## config.mk

```make
export PLATFORM = sky130hd
export DESIGN_NAME = amc_registers
export DESIGN_NICKNAME = d
export VERILOG_FILES = /design/src/amc_pkg.sv /design/src/amc_divided_clock_output.sv /design/src/amc_spi.sv /design/src/amc_registers.sv
export SDC_FILE = /design/constraint.sdc
export NUM_CORES = 1
export LEC_CHECK = 0
export BUFFER_PORTS_ARGS = -buffer_cell sky130_fd_sc_hd__buf_2
export CAP_MARGIN = 20
export CORE_ASPECT_RATIO = 0.75
export CORE_MARGIN = 2
export CORE_UTILIZATION = 50
export CTS_BUF_LIST = sky130_fd_sc_hd__clkbuf_8 sky130_fd_sc_hd__clkbuf_16
export CTS_CLUSTER_DIAMETER = 200
export DETAILED_ROUTE_END_ITERATION = 7
export GPL_TIMING_DRIVEN = 1
export PLACE_DENSITY = 0.7
export SLEW_MARGIN = 20
export SYNTH_ARGS = -nofsm -noshare
export SYNTH_HDL_FRONTEND = slang
export SYNTH_SLANG_ARGS = --single-unit
```

## constraint.sdc

```tcl
create_clock -name core_clk -period 6.05 [get_ports core_clk]
set_clock_uncertainty 0.2 [all_clocks]
set_input_delay 1.21 -clock core_clk [delete_from_list [all_inputs] [get_ports core_clk]]
set_output_delay 1.21 -clock core_clk [all_outputs]
set_load 0.02 [all_outputs]
```

## src/amc_pkg.sv

```systemverilog
`default_nettype none

// ============================================================
// shared constants for the converter control register bank
// ============================================================
package amc_pkg;

  // serial port framing
  localparam int          ADDR_W       = 13;  // register address width
  localparam int          DATA_W       = 8;   // register data width
  localparam logic [4:0]  INSTR_BITS   = 5'h10; // read flag, 2 length, 13 addr
  localparam logic [4:0]  FRAME_BITS   = 5'h18; // instruction plus one byte
  localparam int          RW_BIT       = 15;  // instruction read flag

  // register indices in the bank
  localparam int NUM_REGS  = 12;
  localparam int IDX_MASK  = 0;
  localparam int IDX_DIGC  = 1;
  localparam int IDX_CALC  = 2;
  localparam int IDX_THA   = 3;
  localparam int IDX_THB   = 4;
  localparam int IDX_DIVC  = 5;
  localparam int IDX_TRIM  = 6;
  localparam int IDX_RSV   = 7;
  localparam int IDX_GAIN  = 8;
  localparam int IDX_PINCL = 9;
  localparam int IDX_PINCH = 10;
  localparam int IDX_SRCLR = 11;

  // byte offsets on the serial port
  localparam logic [ADDR_W-1:0] STATUS_OFS = 13'h0100;
  localparam logic [ADDR_W-1:0] REG_OFS [NUM_REGS] = '{
    13'h0101, 13'h0105, 13'h010A, 13'h010D, 13'h010E, 13'h0120,
    13'h0121, 13'h012A, 13'h0130, 13'h0131, 13'h0132, 13'h003A};

  // writable bits; all others ignore writes and read zero
  localparam logic [7:0] REG_WMASK [NUM_REGS] = '{
    8'hBD, 8'h1F, 8'h10, 8'hFF, 8'hFF, 8'h1B,
    8'h03, 8'hFF, 8'h33, 8'hFF, 8'h03, 8'h40};

  // reset values; trim entry is replaced by the grade value
  localparam logic [7:0] REG_RST [NUM_REGS] = '{
    8'hBC, 8'h00, 8'h10, 8'h3D, 8'h14, 8'h11,
    8'h00, 8'h05, 8'h00, 8'h00, 8'h00, 8'h00};

  // speed grades and their trim reset values
  localparam logic [1:0] GRADE_LOW  = 2'h0;
  localparam logic [1:0] GRADE_MID  = 2'h1;
  localparam logic [1:0] GRADE_HIGH = 2'h2;
  localparam logic [7:0] TRIM_RST_FAST = 8'h00;
  localparam logic [7:0] TRIM_RST_SLOW = 8'h03;

  // field positions
  localparam int MASK_PLL_BIT   = 7;
  localparam int MASK_HOLD_BIT  = 3;
  localparam int MASK_SETUP_BIT = 2;
  localparam int MASK_CLK_BIT   = 0;
  localparam int CAL_EN_BIT     = 4;
  localparam int DIV_EN_BIT     = 4;
  localparam int DIV_TERM_BIT   = 3;
  localparam int SREF_CLR_BIT   = 6;
  localparam int GAIN2_LSB      = 4;
  localparam int GAIN8_LSB      = 0;

  // divided clock ratio and phase increment width
  localparam logic [1:0] DIV_RATIO_M1 = 2'h3;  // divide by 4
  localparam int         PINC_W       = 10;    // 1024 steps per turn

  // serial slave states
  typedef enum logic [1:0] {
    SPI_IDLE  = 2'b00,
    SPI_INSTR = 2'b01,
    SPI_DATA  = 2'b10,
    SPI_DONE  = 2'b11
  } amc_spi_state_type;

endpackage : amc_pkg

`default_nettype wire

```

## src/amc_divided_clock_output.sv

```systemverilog
`default_nettype none

// ============================================================
// divided clock output: sample clock over four
// ============================================================
module amc_divided_clock_output import amc_pkg::*; (
  // clock and reset
  input  wire logic clk,
  input  wire logic rst_n,
  // control
  input  wire logic enable,
  // output pin level
  output logic      div_out
);

  logic [1:0] div_cnt;  // free running phase of the divider

  // free running counter so phase is stable across enable toggles
  always_ff @(posedge clk or negedge rst_n) begin
    if (!rst_n) begin
      div_cnt <= 2'h0;
    end else if (div_cnt == DIV_RATIO_M1) begin
      div_cnt <= 2'h0;
    end else begin
      div_cnt <= div_cnt + 2'h1;
    end
  end

  // registered output, parked low while disabled
  always_ff @(posedge clk or negedge rst_n) begin
    if (!rst_n) begin
      div_out <= 1'b0;
    end else begin
      div_out <= enable & div_cnt[1];
    end
  end

endmodule : amc_divided_clock_output

`default_nettype wire

```

## src/amc_spi.sv

```systemverilog
`default_nettype none

// ============================================================
// serial control port slave, sampled on the core clock
// ============================================================
module amc_spi import amc_pkg::*; (
  // clock and reset
  input  wire logic              clk,
  input  wire logic              rst_n,
  // serial pins
  input  wire logic              spi_sclk,
  input  wire logic              spi_csb_n,
  input  wire logic              sdio_in,
  output logic                   sdio_out,
  output logic                   sdio_oe_n,
  // register side
  output logic [ADDR_W-1:0]      reg_addr,
  output logic [DATA_W-1:0]      reg_wdata,
  output logic                   reg_wr,
  input  wire logic [DATA_W-1:0] reg_rdata
);

  amc_spi_state_type state;      // frame phase
  logic              sclk_q;     // last sclk level
  logic [4:0]        bit_cnt;    // bits taken this frame
  logic [15:0]       shift_in;   // incoming shift register
  logic [7:0]        shift_out;  // read data shifter
  logic              is_read;    // frame is a read
  logic              rise;
  logic              fall;

  assign rise = spi_sclk & ~sclk_q;
  assign fall = ~spi_sclk & sclk_q;

  // edge history of the serial clock
  always_ff @(posedge clk or negedge rst_n) begin
    if (!rst_n) begin
      sclk_q <= 1'b0;
    end else begin
      sclk_q <= spi_sclk;
    end
  end

  // frame sequencing; chip select high aborts any frame
  always_ff @(posedge clk or negedge rst_n) begin
    if (!rst_n) begin
      state     <= SPI_IDLE;
      bit_cnt   <= 5'h00;
      shift_in  <= 16'h0000;
      is_read   <= 1'b0;
      reg_addr  <= '0;
      reg_wdata <= '0;
      reg_wr    <= 1'b0;
    end else begin
      reg_wr <= 1'b0;
      if (spi_csb_n) begin
        state   <= SPI_IDLE;
        bit_cnt <= 5'h00;
      end else if (rise) begin
        shift_in <= {shift_in[14:0], sdio_in};
        bit_cnt  <= bit_cnt + 5'h01;
        unique case (state)
          SPI_IDLE, SPI_INSTR: begin
            state <= SPI_INSTR;
            if (bit_cnt == INSTR_BITS - 5'h01) begin
              // instruction complete, address known
              is_read  <= shift_in[RW_BIT-1];
              reg_addr <= {shift_in[ADDR_W-2:0], sdio_in};
              state    <= SPI_DATA;
            end
          end
          SPI_DATA: begin
            if (bit_cnt == FRAME_BITS - 5'h01) begin
              state <= SPI_DONE;
              if (!is_read) begin
                reg_wdata <= {shift_in[6:0], sdio_in};
                reg_wr    <= 1'b1;
              end
            end
          end
          SPI_DONE: begin
            // extra bits beyond one byte are ignored
            state <= SPI_DONE;
          end
        endcase
      end
    end
  end

  // read data: load after instruction, shift on falling edges
  always_ff @(posedge clk or negedge rst_n) begin
    if (!rst_n) begin
      shift_out <= 8'h00;
      sdio_out  <= 1'b0;
      sdio_oe_n <= 1'b1;
    end else if (spi_csb_n || state == SPI_DONE) begin
      sdio_oe_n <= 1'b1;
    end else if (state == SPI_DATA && is_read && bit_cnt == INSTR_BITS
                 && sdio_oe_n) begin
      shift_out <= {reg_rdata[6:0], 1'b0};
      sdio_out  <= reg_rdata[7];
      sdio_oe_n <= 1'b0;
    end else if (fall && !sdio_oe_n) begin
      sdio_out  <= shift_out[7];
      shift_out <= {shift_out[6:0], 1'b0};
    end
  end

endmodule : amc_spi

`default_nettype wire

```

## src/amc_registers.sv

```systemverilog
`default_nettype none

// ============================================================
// converter control register bank
// ============================================================
module amc_registers import amc_pkg::*; #(
  parameter logic [1:0] RATE_GRADE = GRADE_MID  // speed grade strap
) (
  // clock and reset
  input  wire logic              core_clk,
  input  wire logic              resetn,
  // serial control port
  input  wire logic              spi_sclk,
  input  wire logic              spi_csb_n,
  input  wire logic              sdio_in,
  output logic                   sdio_out,
  output logic                   sdio_oe_n,
  // error events from the converter
  input  wire logic              pll_unlocked,
  input  wire logic              sysref_hold_event,
  input  wire logic              sysref_setup_event,
  input  wire logic              clock_error_event,
  // interrupt request
  output logic                   irq_request,
  // calibration controls
  output logic                   cal_threshold_enable,
  output logic [DATA_W-1:0]      cal_threshold_a,
  output logic [DATA_W-1:0]      cal_threshold_b,
  output logic [DATA_W-1:0]      digital_control_reserved,
  output logic [DATA_W-1:0]      reserved_hold_default,
  // divided clock output
  output logic                   divided_clock_output,
  output logic                   divided_clock_no_term,
  output logic [1:0]             divided_clock_swing,
  // trim and downconverter zero
  output logic [1:0]             rate_trim,
  output logic [1:0]             ddc0_gain_dec2,
  output logic [1:0]             ddc0_gain_dec8,
  output logic [PINC_W-1:0]      ddc0_phase_inc,
  output logic [PINC_W-1:0]      ddc0_nco_phase
);

  // ============================================================
  // reset release
  // ============================================================
  logic rst_q1;  // first stage, read only by second
  logic rst_n;   // released reset used everywhere

  // async assert, release after two edges
  always_ff @(posedge core_clk or negedge resetn) begin
    if (!resetn) begin
      rst_q1 <= 1'b0;
      rst_n  <= 1'b0;
    end else begin
      rst_q1 <= 1'b1;
      rst_n  <= rst_q1;
    end
  end

  // ============================================================
  // serial port
  // ============================================================
  logic [ADDR_W-1:0] reg_addr;   // addressed register
  logic [DATA_W-1:0] reg_wdata;  // byte to write
  logic              reg_wr;     // one-cycle write strobe
  logic [DATA_W-1:0] reg_rdata;  // read mux output

  amc_spi u_spi (
    .clk       (core_clk),
    .rst_n     (rst_n),
    .spi_sclk  (spi_sclk),
    .spi_csb_n (spi_csb_n),
    .sdio_in   (sdio_in),
    .sdio_out  (sdio_out),
    .sdio_oe_n (sdio_oe_n),
    .reg_addr  (reg_addr),
    .reg_wdata (reg_wdata),
    .reg_wr    (reg_wr),
    .reg_rdata (reg_rdata)
  );

  // ============================================================
  // register storage
  // ============================================================
  localparam logic [7:0] TRIM_RST =
    (RATE_GRADE == GRADE_LOW) ? TRIM_RST_SLOW : TRIM_RST_FAST;

  logic [DATA_W-1:0] regs [NUM_REGS];  // stored register values

  // one writable register per entry; masked bits stay zero
  for (genvar i = 0; i < NUM_REGS; i++) begin : g_reg
    localparam logic [7:0] RST_VAL =
      (i == IDX_TRIM) ? TRIM_RST : REG_RST[i];
    always_ff @(posedge core_clk or negedge rst_n) begin
      if (!rst_n) begin
        regs[i] <= RST_VAL;
      end else if (reg_wr && reg_addr == REG_OFS[i]) begin
        regs[i] <= reg_wdata & REG_WMASK[i];
      end
    end
  end

  // ============================================================
  // error flags
  // ============================================================
  logic sref_clr_q;     // last value of the clear control bit
  logic sref_clear;     // set-then-clear completed
  logic hold_err;       // sticky hold error
  logic setup_err;      // sticky setup error
  logic clk_err;        // sticky clock error
  logic [7:0] status;   // status byte

  // clear fires on the falling edge of the control bit
  assign sref_clear = sref_clr_q & ~regs[IDX_SRCLR][SREF_CLR_BIT];

  // history of the clear control bit
  always_ff @(posedge core_clk or negedge rst_n) begin
    if (!rst_n) begin
      sref_clr_q <= 1'b0;
    end else begin
      sref_clr_q <= regs[IDX_SRCLR][SREF_CLR_BIT];
    end
  end

  // a pulse too short for software to poll still latches here
  // hold error: a new event wins over a clear
  always_ff @(posedge core_clk or negedge rst_n) begin
    if (!rst_n) begin
      hold_err <= 1'b0;
    end else if (sysref_hold_event) begin
      hold_err <= 1'b1;
    end else if (sref_clear) begin
      hold_err <= 1'b0;
    end
  end

  // setup error: a new event wins over a clear
  always_ff @(posedge core_clk or negedge rst_n) begin
    if (!rst_n) begin
      setup_err <= 1'b0;
    end else if (sysref_setup_event) begin
      setup_err <= 1'b1;
    end else if (sref_clear) begin
      setup_err <= 1'b0;
    end
  end

  // clock error: output data untrustworthy, only reset recovers
  always_ff @(posedge core_clk or negedge rst_n) begin
    if (!rst_n) begin
      clk_err <= 1'b0;
    end else if (clock_error_event) begin
      clk_err <= 1'b1;
    end
  end

  // status byte; pll bit is live, not sticky
  always_comb begin
    status                 = 8'h00;
    status[MASK_PLL_BIT]   = pll_unlocked;
    status[MASK_HOLD_BIT]  = hold_err;
    status[MASK_SETUP_BIT] = setup_err;
    status[MASK_CLK_BIT]   = clk_err;
  end

  // request raised by any unmasked status bit
  always_ff @(posedge core_clk or negedge rst_n) begin
    if (!rst_n) begin
      irq_request <= 1'b0;
    end else begin
      irq_request <= |(status & ~regs[IDX_MASK]);
    end
  end

  // ============================================================
  // read path
  // ============================================================
  // unmapped addresses read zero
  // status decoded here so the pll bit reads live, not latched
  always_comb begin
    reg_rdata = 8'h00;
    if (reg_addr == STATUS_OFS) begin
      reg_rdata = status;
    end
    for (int k = 0; k < NUM_REGS; k++) begin
      if (reg_addr == REG_OFS[k]) begin
        reg_rdata = regs[k];
      end
    end
  end

  // ============================================================
  // field outputs
  // ============================================================
  assign cal_threshold_enable     = regs[IDX_CALC][CAL_EN_BIT];
  assign cal_threshold_a          = regs[IDX_THA];
  assign cal_threshold_b          = regs[IDX_THB];
  assign digital_control_reserved = regs[IDX_DIGC];
  assign reserved_hold_default    = regs[IDX_RSV];
  assign divided_clock_no_term    = regs[IDX_DIVC][DIV_TERM_BIT];
  assign divided_clock_swing      = regs[IDX_DIVC][1:0];
  assign rate_trim                = regs[IDX_TRIM][1:0];
  assign ddc0_gain_dec2 = regs[IDX_GAIN][GAIN2_LSB +: 2];
  assign ddc0_gain_dec8 = regs[IDX_GAIN][GAIN8_LSB +: 2];
  assign ddc0_phase_inc = {regs[IDX_PINCH][1:0], regs[IDX_PINCL]};

  // divided clock generator, quarter of the sample clock
  amc_divided_clock_output u_divided_clock_output (
    .clk     (core_clk),
    .rst_n   (rst_n),
    .enable  (regs[IDX_DIVC][DIV_EN_BIT]),
    .div_out (divided_clock_output)
  );

  // nco phase: wraps at 1024, so frequency is inc*fs/1024
  always_ff @(posedge core_clk or negedge rst_n) begin
    if (!rst_n) begin
      ddc0_nco_phase <= '0;
    end else begin
      ddc0_nco_phase <= ddc0_nco_phase + ddc0_phase_inc;
    end
  end
endmodule : amc_registers

`default_nettype wire

```

Yosys cells after proc, flatten, opt, wreduce, memory -nomap -nowiden
Index checks and enable logic that the tools add are counted.

cells by class
  add/sub/neg operators = 3
  reduce and logical (&&, ||, !) cells = 31
  equality and inequality tests = 21
  mux-type cells = 35
  bitwise operators = 12

operator list
  operator               count
  $eq A13 B9 Y1 const B  12
  $mux W8                15
  $logic_and A1 B1 Y1    16
  $eq A13 B6 Y1 const B  1
  $mux W1                12
  $add A10 B10 Y10       1
  $eq A5 B5 Y1 const B   2
  $mux W2                5
  $mux W5                2
  $reduce_bool A2 Y1     5
  $and A8 B8 Y8          1
  $not A8 Y8             1
  $reduce_or A8 Y1       1
  $eq A2 B2 Y1 const B   3
  $not A1 Y1             6
  $pmux W2 S3            1
  $reduce_and A2 Y1      3
  $add A5 B1 Y5 const B  1
  $eq A5 B4 Y1 const B   1
  $reduce_and A5 Y1      1
  $and A1 B1 Y1          4
  $reduce_and A4 Y1      1
  $ne A3 B2 Y1 const B   1
  $add A2 B1 Y2 const B  1
  5 further kinds        5

word-level totals
  input bits = 9
  word-level logic and storage cells = 135
  output and inout bits = 66
  flip-flop bits (word level) = 133

Depth between registers and ports, before layout
Gate-level depths: netlist of the first run.

  depth after elaboration = 15
  mapped depth = 9
  depth with buffers taken out = 9

Hierarchy
A second synthesis of the first run with hierarchy kept.

second synthesis, totals
  cell total of the unflattened synthesis = 571
  area total of the unflattened synthesis = 6802.8 µm²

modules (own cells, without submodules)
  module                    area an instance (µm²)  cells an instance  sequential area each (µm²)  instances
  amc_registers             4312.9                  378                1873.0                      1
  amc_spi                   2392.3                  187                1377.6                      1
  amc_divided_clock_output  97.6                    6                  75.1                        1

Worst setup path before layout of the first run
Ideal clock, no wire load.

  path kind = input -> register
  from = in spi_csb_n
  to = reg u_spi.reg_wdata[0]
  data required time = 5.725 ns
  setup time = 0.125 ns
  path buffers = 1
  path slack = 3.121 ns
  stages on the path = 4
  data arrival time = 2.604 ns
  cells stage by stage = clkbuf_1 > nand2b_1 > nor4_2 > mux2_2

on the way
  word-level cells in the longest chain between the ends = 2

RTL lines
  element                             RTL line             source
  start: declaration                  amc_registers.sv:14  input wire logic spi_csb_n,
  $not A1 Y1 (no source line)         --
  $reduce_and A5 Y1 (no source line)  --
  end signal: assignment              amc_spi.sv:76        reg_wdata <= {shift_in[6:0], sdio_in};
  end: declaration                    amc_spi.sv:18        output logic [DATA_W-1:0] reg_wdata,

Every way passes these cells.
A chain may end at the register's enable or synchronous reset.

Worst setup path after layout of the first run
  from = in spi_sclk
  to = reg u_spi.reg_addr[10]

on the way
  word-level cells in the longest chain between the ends = 2

RTL lines
  element                             RTL line             source
  start: declaration                  amc_registers.sv:13  input wire logic spi_sclk,
  $and A1 B1 Y1                       amc_spi.sv:32        assign rise = spi_sclk & ~sclk_q;
  $reduce_and A4 Y1 (no source line)  --
  end signal: assignment              amc_spi.sv:68        reg_addr <= {shift_in[ADDR_W-2:0], sdio_in};
  end: declaration                    amc_spi.sv:17        output logic [ADDR_W-1:0] reg_addr,

Every way passes these cells.

==> metrics, run 1 <==
Cell variety after synth 72; largest family of logic cells by synthesized area multiplexers; r2r setup slk 3.06 ns; WHS Path Cells 0; port bufs 71; Routability Congestion 0.9610; Die Height 104.5 um; prevailing post-synth register cell dfrtp_1; number of global-route vias before repair 4439; hold endpoint rst_n; placed insts 740; DIE WIDTH 138.0 um; max_cap viols 0; I/O pin count 75; All-Layer GR Usage 23.04%; TritonCTS clock tree built; Tot Pwr 0.002058 W; Crit Path Category in -> reg; Met2 Wirelength 6.769 mm; PwrDens 276.2 mW/mm^2; period utilisation layout 58.25%; Syn Area/Cell 11.87 um^2; starting density of the core 51.53%; GRT overflow 0; EDFF count, synth 0; FF+latch count, synth 132; uppermost layer routed met4; Post-CTS Setup Bufs 0; Num CTS Buffers 17; Sink Count 132; Tmin final 3.524 ns; core area 0.01306 mm^2; commonest non-fill, non-tap cells in the layout 113 x dfrtp_1, 92 x mux2_2, 71 x buf_2; vias per std cell 5.900; htree depth 4; FF-to-FF Start u_spi.sclk_q; initial antenna violation count 0; Design Area, Final 0.007451 mm^2; status finished, final reports clean; reg2reg end u_spi.reg_addr[10]; clock latency at the later pin of the worst-skew pair 0.41 ns; Setup TNS 0 ns; commonest non-fill, non-tap cell in the layout dfrtp_1; synthesis-to-finish area growth 10.69%; final WL 15.76 mm; Fmax achieved 283.8 MHz; Pre-Repair DR Iteration Count 5; Syn Inst Count 567; cts hold-fix bufs 0; met1 WL 7.534 mm; CTS root buffer clkbuf_16; share of cells above drive strength 1 39.43%; Hold Fails Final Rpt 0; DRT iter0 DRCs 467; Critical Path Source Type input port; remaining antenna violation count after routing 0; RSZ-0062 raised after global routing false; final non-filler cell total 772; routed length on met3 1.241 mm; count of final max-slew check failures 0; highest fanout seen on the critical path 14; Layout fillers 1095; leakage 3.624 nW; Async SR Flop Fraction 100.0%; detailed-placement wirelength estimate 11.21 mm; vias after detailed routing 4555; Hold Path Class reg -> reg; Compound-Gate Fraction of Synth Area 9.312%; area post-placement 0.006842 mm^2; relative slew slack 34.86%; Worst setup EP type flip-flop; setup violators final 0; site row count 36; YS warnings 0; Synth Area in Simple Gates 12.88%; CP Data Required Time 6.14 ns; drt wl/cell 20.41 um; adder-cell area share of the yosys netlist 2.714%; Clock Tree Buf Depth 2; Resize count post-CTS 0; largest net degree at the start of global routing 69; first-pass GRT wire length 25.16 mm; worst-margin pin slew 0.9690 ns; Cell Area, Synth 0.006731 mm^2; DIE AREA 0.01442 mm^2; Synth Area in XOR/XNOR 1.431%; Remaining DRCs 0; Final nets 611; register area share after synthesis 49.41%; Hold Crit Start rst_q1; maximum vdd drop 0.1816 mV; crit path DAT 3.61 ns; clock-pin slew on the worst setup and hold paths 0.05 ns; reg2reg path depth 4; mux cell area share after synthesis 15.99%; # diodes 0
==> worst max-delay path, cell delays in order <==
cell and delay (ns):
buf_2 0.09, nor2b_1 0.66, nor2b_2 0.68, nand2_1 0.53
mux2_2 0.43
==> metrics by stage <==
stage	util (%)	hold WS, ns	setup WS [ns]
after floorplan	-	0.1312	1.932
after global placement	52.38	0.1382	1.925
after detailed placement	52.38	0.1357	1.666
after CTS	57.02	0.1601	2.103
after global routing	57.04	0.1702	2.317
final	57.04	0.1568	2.526
==> logic make-up (layout without fill, tap and decap cells) <==
kind of cell	count (synthesis)	in the layout
simple gates	133	133
other cells	2	4
xor+xnor	11	11
buf+inv	91	123
flops	132	132
fa+ha+maj	14	14
mux	96	96
compound gates	88	88
==> final cells by class <==
cell class                      instances  area (um^2)  area share (%)
Clock inverter                         12        140.1           1.881
Timing Repair Buffer                   72        362.8           4.870
Multi-Input combinational cell        346         2867           38.47
Inverter                               19        71.32          0.9572
Sequential cell                       132         3329           44.69
Tap cell                              171        214.0           2.872
Clock buffer                           20        466.7           6.264
==> sequential cells by signal, summed over array words and instances, names as in the netlist, 2 cells and up <==
name	count
divided_clock_swing	2
u_spi.shift_out	7
ddc0_gain_dec2	2
reserved_hold_default	8
digital_control_reserved	5
cal_threshold_b	8
u_spi.reg_addr	13
regs	8
u_spi.bit_cnt	5
u_divided_clock_output.div_cnt	2
ddc0_nco_phase	10
u_spi.reg_wdata	8
u_spi.shift_in	15
ddc0_gain_dec8	2
cal_threshold_a	8
u_spi.state	2
ddc0_phase_inc	10
rate_trim	2
==> where the power goes <==
part           internal, W  switching, W
Combinational    0.0000296     0.0000261
Clock             0.000674      0.000368
Sequential        0.000916     0.0000442
==> synthesized netlist by cell type (3+ instances only) <==
library cell  instances  area (um^2)
o31ai_1               4        30.03
inv_1                19        71.32
o21ai_0              14        70.07
o22ai_1               5        31.28
a32oi_1               3        26.28
dfrtp_1             114         2853
nand2_1              25        93.84
nor2_1               26        97.59
a22oi_1               9        67.56
mux2i_1               4        40.04
clkbuf_1             10        37.54
a31oi_1               5        31.28
dfstp_2              18        473.0
nor2b_1               7        43.79
a22o_1                4        35.03
nor3_1                7        35.03
a211oi_1              5        37.54
a21oi_1              12        60.06
nand4_1               4        25.02
mux2_2               92         1036
nor4_4                4        85.08
nand3_1              11        55.05
nor2_2                3        18.77
buf_1                 3        11.26
or4_4                 3        33.78
buf_2                 7        35.03
a21o_1                3        22.52
xor2_1                4        35.03
nor4_1                5        31.28
buf_4                51        382.9
nand2b_1              8        50.05
ha_1                 13        162.7
xnor2_1               7        61.31
and3_1                3        18.77
and2b_1               4        30.03
==> worst max-delay path by stage <==
stage                     startpoint                  to  slack (ns)  depth (start not counted)
after global placement      spi_sclk   u_spi.reg_addr[0]        1.93                          5
after CTS                   spi_sclk   u_spi.reg_addr[3]        2.10                          5
final                       spi_sclk  u_spi.reg_addr[10]        2.53                          5
after global routing        spi_sclk  u_spi.reg_addr[10]        2.32                          5
after detailed placement    spi_sclk  u_spi.reg_addr[10]        1.67                          5
after floorplan                rst_n  cal_threshold_a[1]        1.93                          0
==> routing by layer <==
layer,GRT usage [%],up-vias
met2,31.12,184
met5,0,-
li1,-,2042
met4,5.904,0
met1,36.24,2309
met3,6.238,20
Power figures use the tool's default switching activity.
==> run 2: changes to the inputs <==
--- a/config.mk
+++ b/config.mk
@@ -14,7 +14,7 @@
 export CTS_CLUSTER_DIAMETER = 200
 export DETAILED_ROUTE_END_ITERATION = 7
 export GPL_TIMING_DRIVEN = 1
-export PLACE_DENSITY = 0.7
+export PLACE_DENSITY = 0.72
 export SLEW_MARGIN = 20
 export SYNTH_ARGS = -nofsm -noshare
 export SYNTH_HDL_FRONTEND = slang
==> constraint.sdc (replaced) <==
create_clock -name core_clk -period 3.06 [get_ports core_clk]
set_clock_uncertainty 0.2 [all_clocks]
set_input_delay 0.612 -clock core_clk [delete_from_list [all_inputs] [get_ports core_clk]]
set_output_delay 0.612 -clock core_clk [all_outputs]
set_load 0.02 [all_outputs]
==> metrics, run 2 (synthesis results as in run 1) <==
CTS root buffer clkbuf_16; final core utilization 57.82% (+0.78 points); highest fanout seen on the critical path 11 (-3); Hold Fails Final Rpt 0 (unchanged); I/O pin count 75 (unchanged); Psw 0.0008762 W (+100%); sequential share of power 46.3% (-0.4 points); detailed-placement wirelength estimate 11.89 mm (+6.0%); drt wl/cell 20.77 um (+1.7%); Num CTS Buffers 17 (unchanged); Critical Path Source Type flip-flop; crit path DAT 2.73 ns (-0.88 ns); htree depth 4 (unchanged); count of final max-slew check failures 0 (unchanged); vias per std cell 5.976 (+1.3%); commonest non-fill, non-tap cell in the layout dfrtp_1; Remaining DRCs 0 (unchanged); initial antenna violation count 0 (unchanged); Comb pwr share 3.0% (+0.3 points); Fmax achieved 378.4 MHz; site row count 36 (unchanged); clock-pin slew on the worst setup and hold paths 0.06 ns (about the same); number of global-route vias before repair 4662 (+5.0%); Multi-input gate area 0.002864 mm^2 (about the same); power share of the clock group 50.7% (about the same); max_cap viols 0 (unchanged); Worst setup EP type flip-flop; vias after detailed routing 4685 (+2.9%); starting density of the core 51.53% (unchanged); largest net degree at the start of global routing 55 (-20%); Int Power 0.003206 W (+98%); Pre-Repair DR Iteration Count 5 (unchanged); first-pass GRT wire length 26.19 mm (+4.1%); top flop regs u_spi.shift_in x15, u_spi.reg_addr x13; Clock Tree Buf Depth 2 (unchanged); Biggest register u_spi.shift_in; core area 0.01306 mm^2 (unchanged); worst-margin pin slew 0.7080 ns (-0.2610 ns); max FFs per register 15 (unchanged); switch share 21.46% (+0.18 points); share of cells above drive strength 1 40.46% (+1.0 points); Crit Path Category reg -> reg; relative slew slack 52.80% (+18 points); CP Data Required Time 3.15 ns (-2.99 ns); Setup TNS 0 ns (unchanged); remaining antenna violation count after routing 0 (unchanged); period utilisation layout 86.36%; TritonCTS clock tree built; DIE AREA 0.01442 mm^2 (unchanged); setup violators final 0 (unchanged); status finished, final reports clean; # diodes 0 (unchanged); Layout fillers 1098 (+0.27%); RSZ-0062 raised after global routing false; Hold Path Class in -> reg; port bufs 71 (unchanged); commonest non-fill, non-tap cells in the layout 113 x dfrtp_1, 92 x mux2_2, 71 x buf_2; PwrDens 540.6 mW/mm^2 (+96%); GRT overflow 0 (unchanged); Final nets 623 (+2.0%); DIE WIDTH 138.0 um (unchanged); leakage 3.679 nW (+1.5%); clock latency at the later pin of the worst-skew pair 0.42 ns (about the same); synthesis-to-finish area growth 12.19%; Die Height 104.5 um (unchanged); final WL 16.28 mm (+3.3%); DRT iter0 DRCs 325 (-30%); register area 0.003329 mm^2 (unchanged); All-Layer GR Usage 24.18% (+1.1 points); Sink Count 132 (unchanged); Post-CTS Setup Bufs 0 (unchanged); maximum vdd drop 0.4407 mV (+140%); Routability Congestion 1.031 (+7.3%); Tmin final 2.643 ns
[run 2: changes by cell type in the layout (fill, tap and decap cells not counted), sizes merged]
cell	previous run	this run
clkinvlp	1	3
buf	72	83
inv	23	22
dlygate4sd3	0	1
clkinv	4	3
[run 2: cell type report]
class | count | share of cell area, %
Inverter | 19 | 0.9443
Sequential cell | 132 | 44.09
Multi-Input combinational cell | 346 | 37.92
Tap cell | 171 | 2.833
Clock inverter | 12 | 1.839
Clock buffer | 20 | 6.180
Timing Repair Buffer | 84 | 6.196
[run 2: final timing paths]
kind                                  start                 end  cells past startpoint  slack [ns]
setup / recovery           u_spi.bit_cnt[3]  u_spi.shift_out[4]                      6        0.42
min in group asynchronous             rst_n  cal_threshold_b[7]                      0        0.18
max in group asynchronous             rst_n  cal_threshold_a[0]                      1        1.61
hold reg to reg                      rst_q1               rst_n                      0        0.15
hold / removal                     spi_sclk        u_spi.sclk_q                      1        0.13
setup reg to reg           u_spi.bit_cnt[3]  u_spi.shift_out[4]                      6        0.42
[run 2: critical path, stage by stage, from the launching register on]
cell and delay [ns]:
dfrtp_1 0.42, nand4bb_4 0.27, or4_4 0.60, a21boi_1 0.54, and2b_1 0.25, a31oi_1 0.14, o31ai_1 0.09
[run 2: power by group through the flow]
stage	registers, W	clock network (W)	logic (W)
floorplan	0.00190	0	0.0000805
global placement	0.00191	0	0.000117
detailed placement	0.00192	0	0.000123
CTS	0.00189	0.00210	0.000126
global route	0.00190	0.00219	0.000137
finish	0.00189	0.00207	0.000122
[run 2: through the flow]
stage | power (W) | setup slack, ns | hold WS, ns | cells | instance area, um^2
floorplan | 0.001980 | 0.6797 | 0.1164 | 569 | 6740
global placement | 0.002030 | 0.5516 | 0.1380 | 751 | 6937
detailed placement | 0.002042 | 0.4419 | 0.1418 | 751 | 6937
CTS | 0.004117 | 0.4290 | 0.1166 | 784 | 7552
global route | 0.004226 | 0.3043 | 0.1310 | 784 | 7552
finish | 0.004082 | 0.4174 | 0.1281 | 784 | 7552
[run 2: what timing repair did]
action / 4_1_cts / 5_1_grt
gates resized for setup: 0 / 0
hold buffers: 1 / 0
endpoints found under the hold margin: 2 / 0
[run 2: routing by layer]
| metal | wire (um) | GRT usage [%] | vias to the layer above |
|---|---|---|---|
| met5 | 0 | 0 | - |
| met4 | 214 | 5.612 | 0 |
| met3 | 1163 | 6.530 | 25 |
| met2 | 7107 | 33.84 | 190 |
| met1 | 7795 | 37.22 | 2391 |
| li1 | - | - | 2079 |
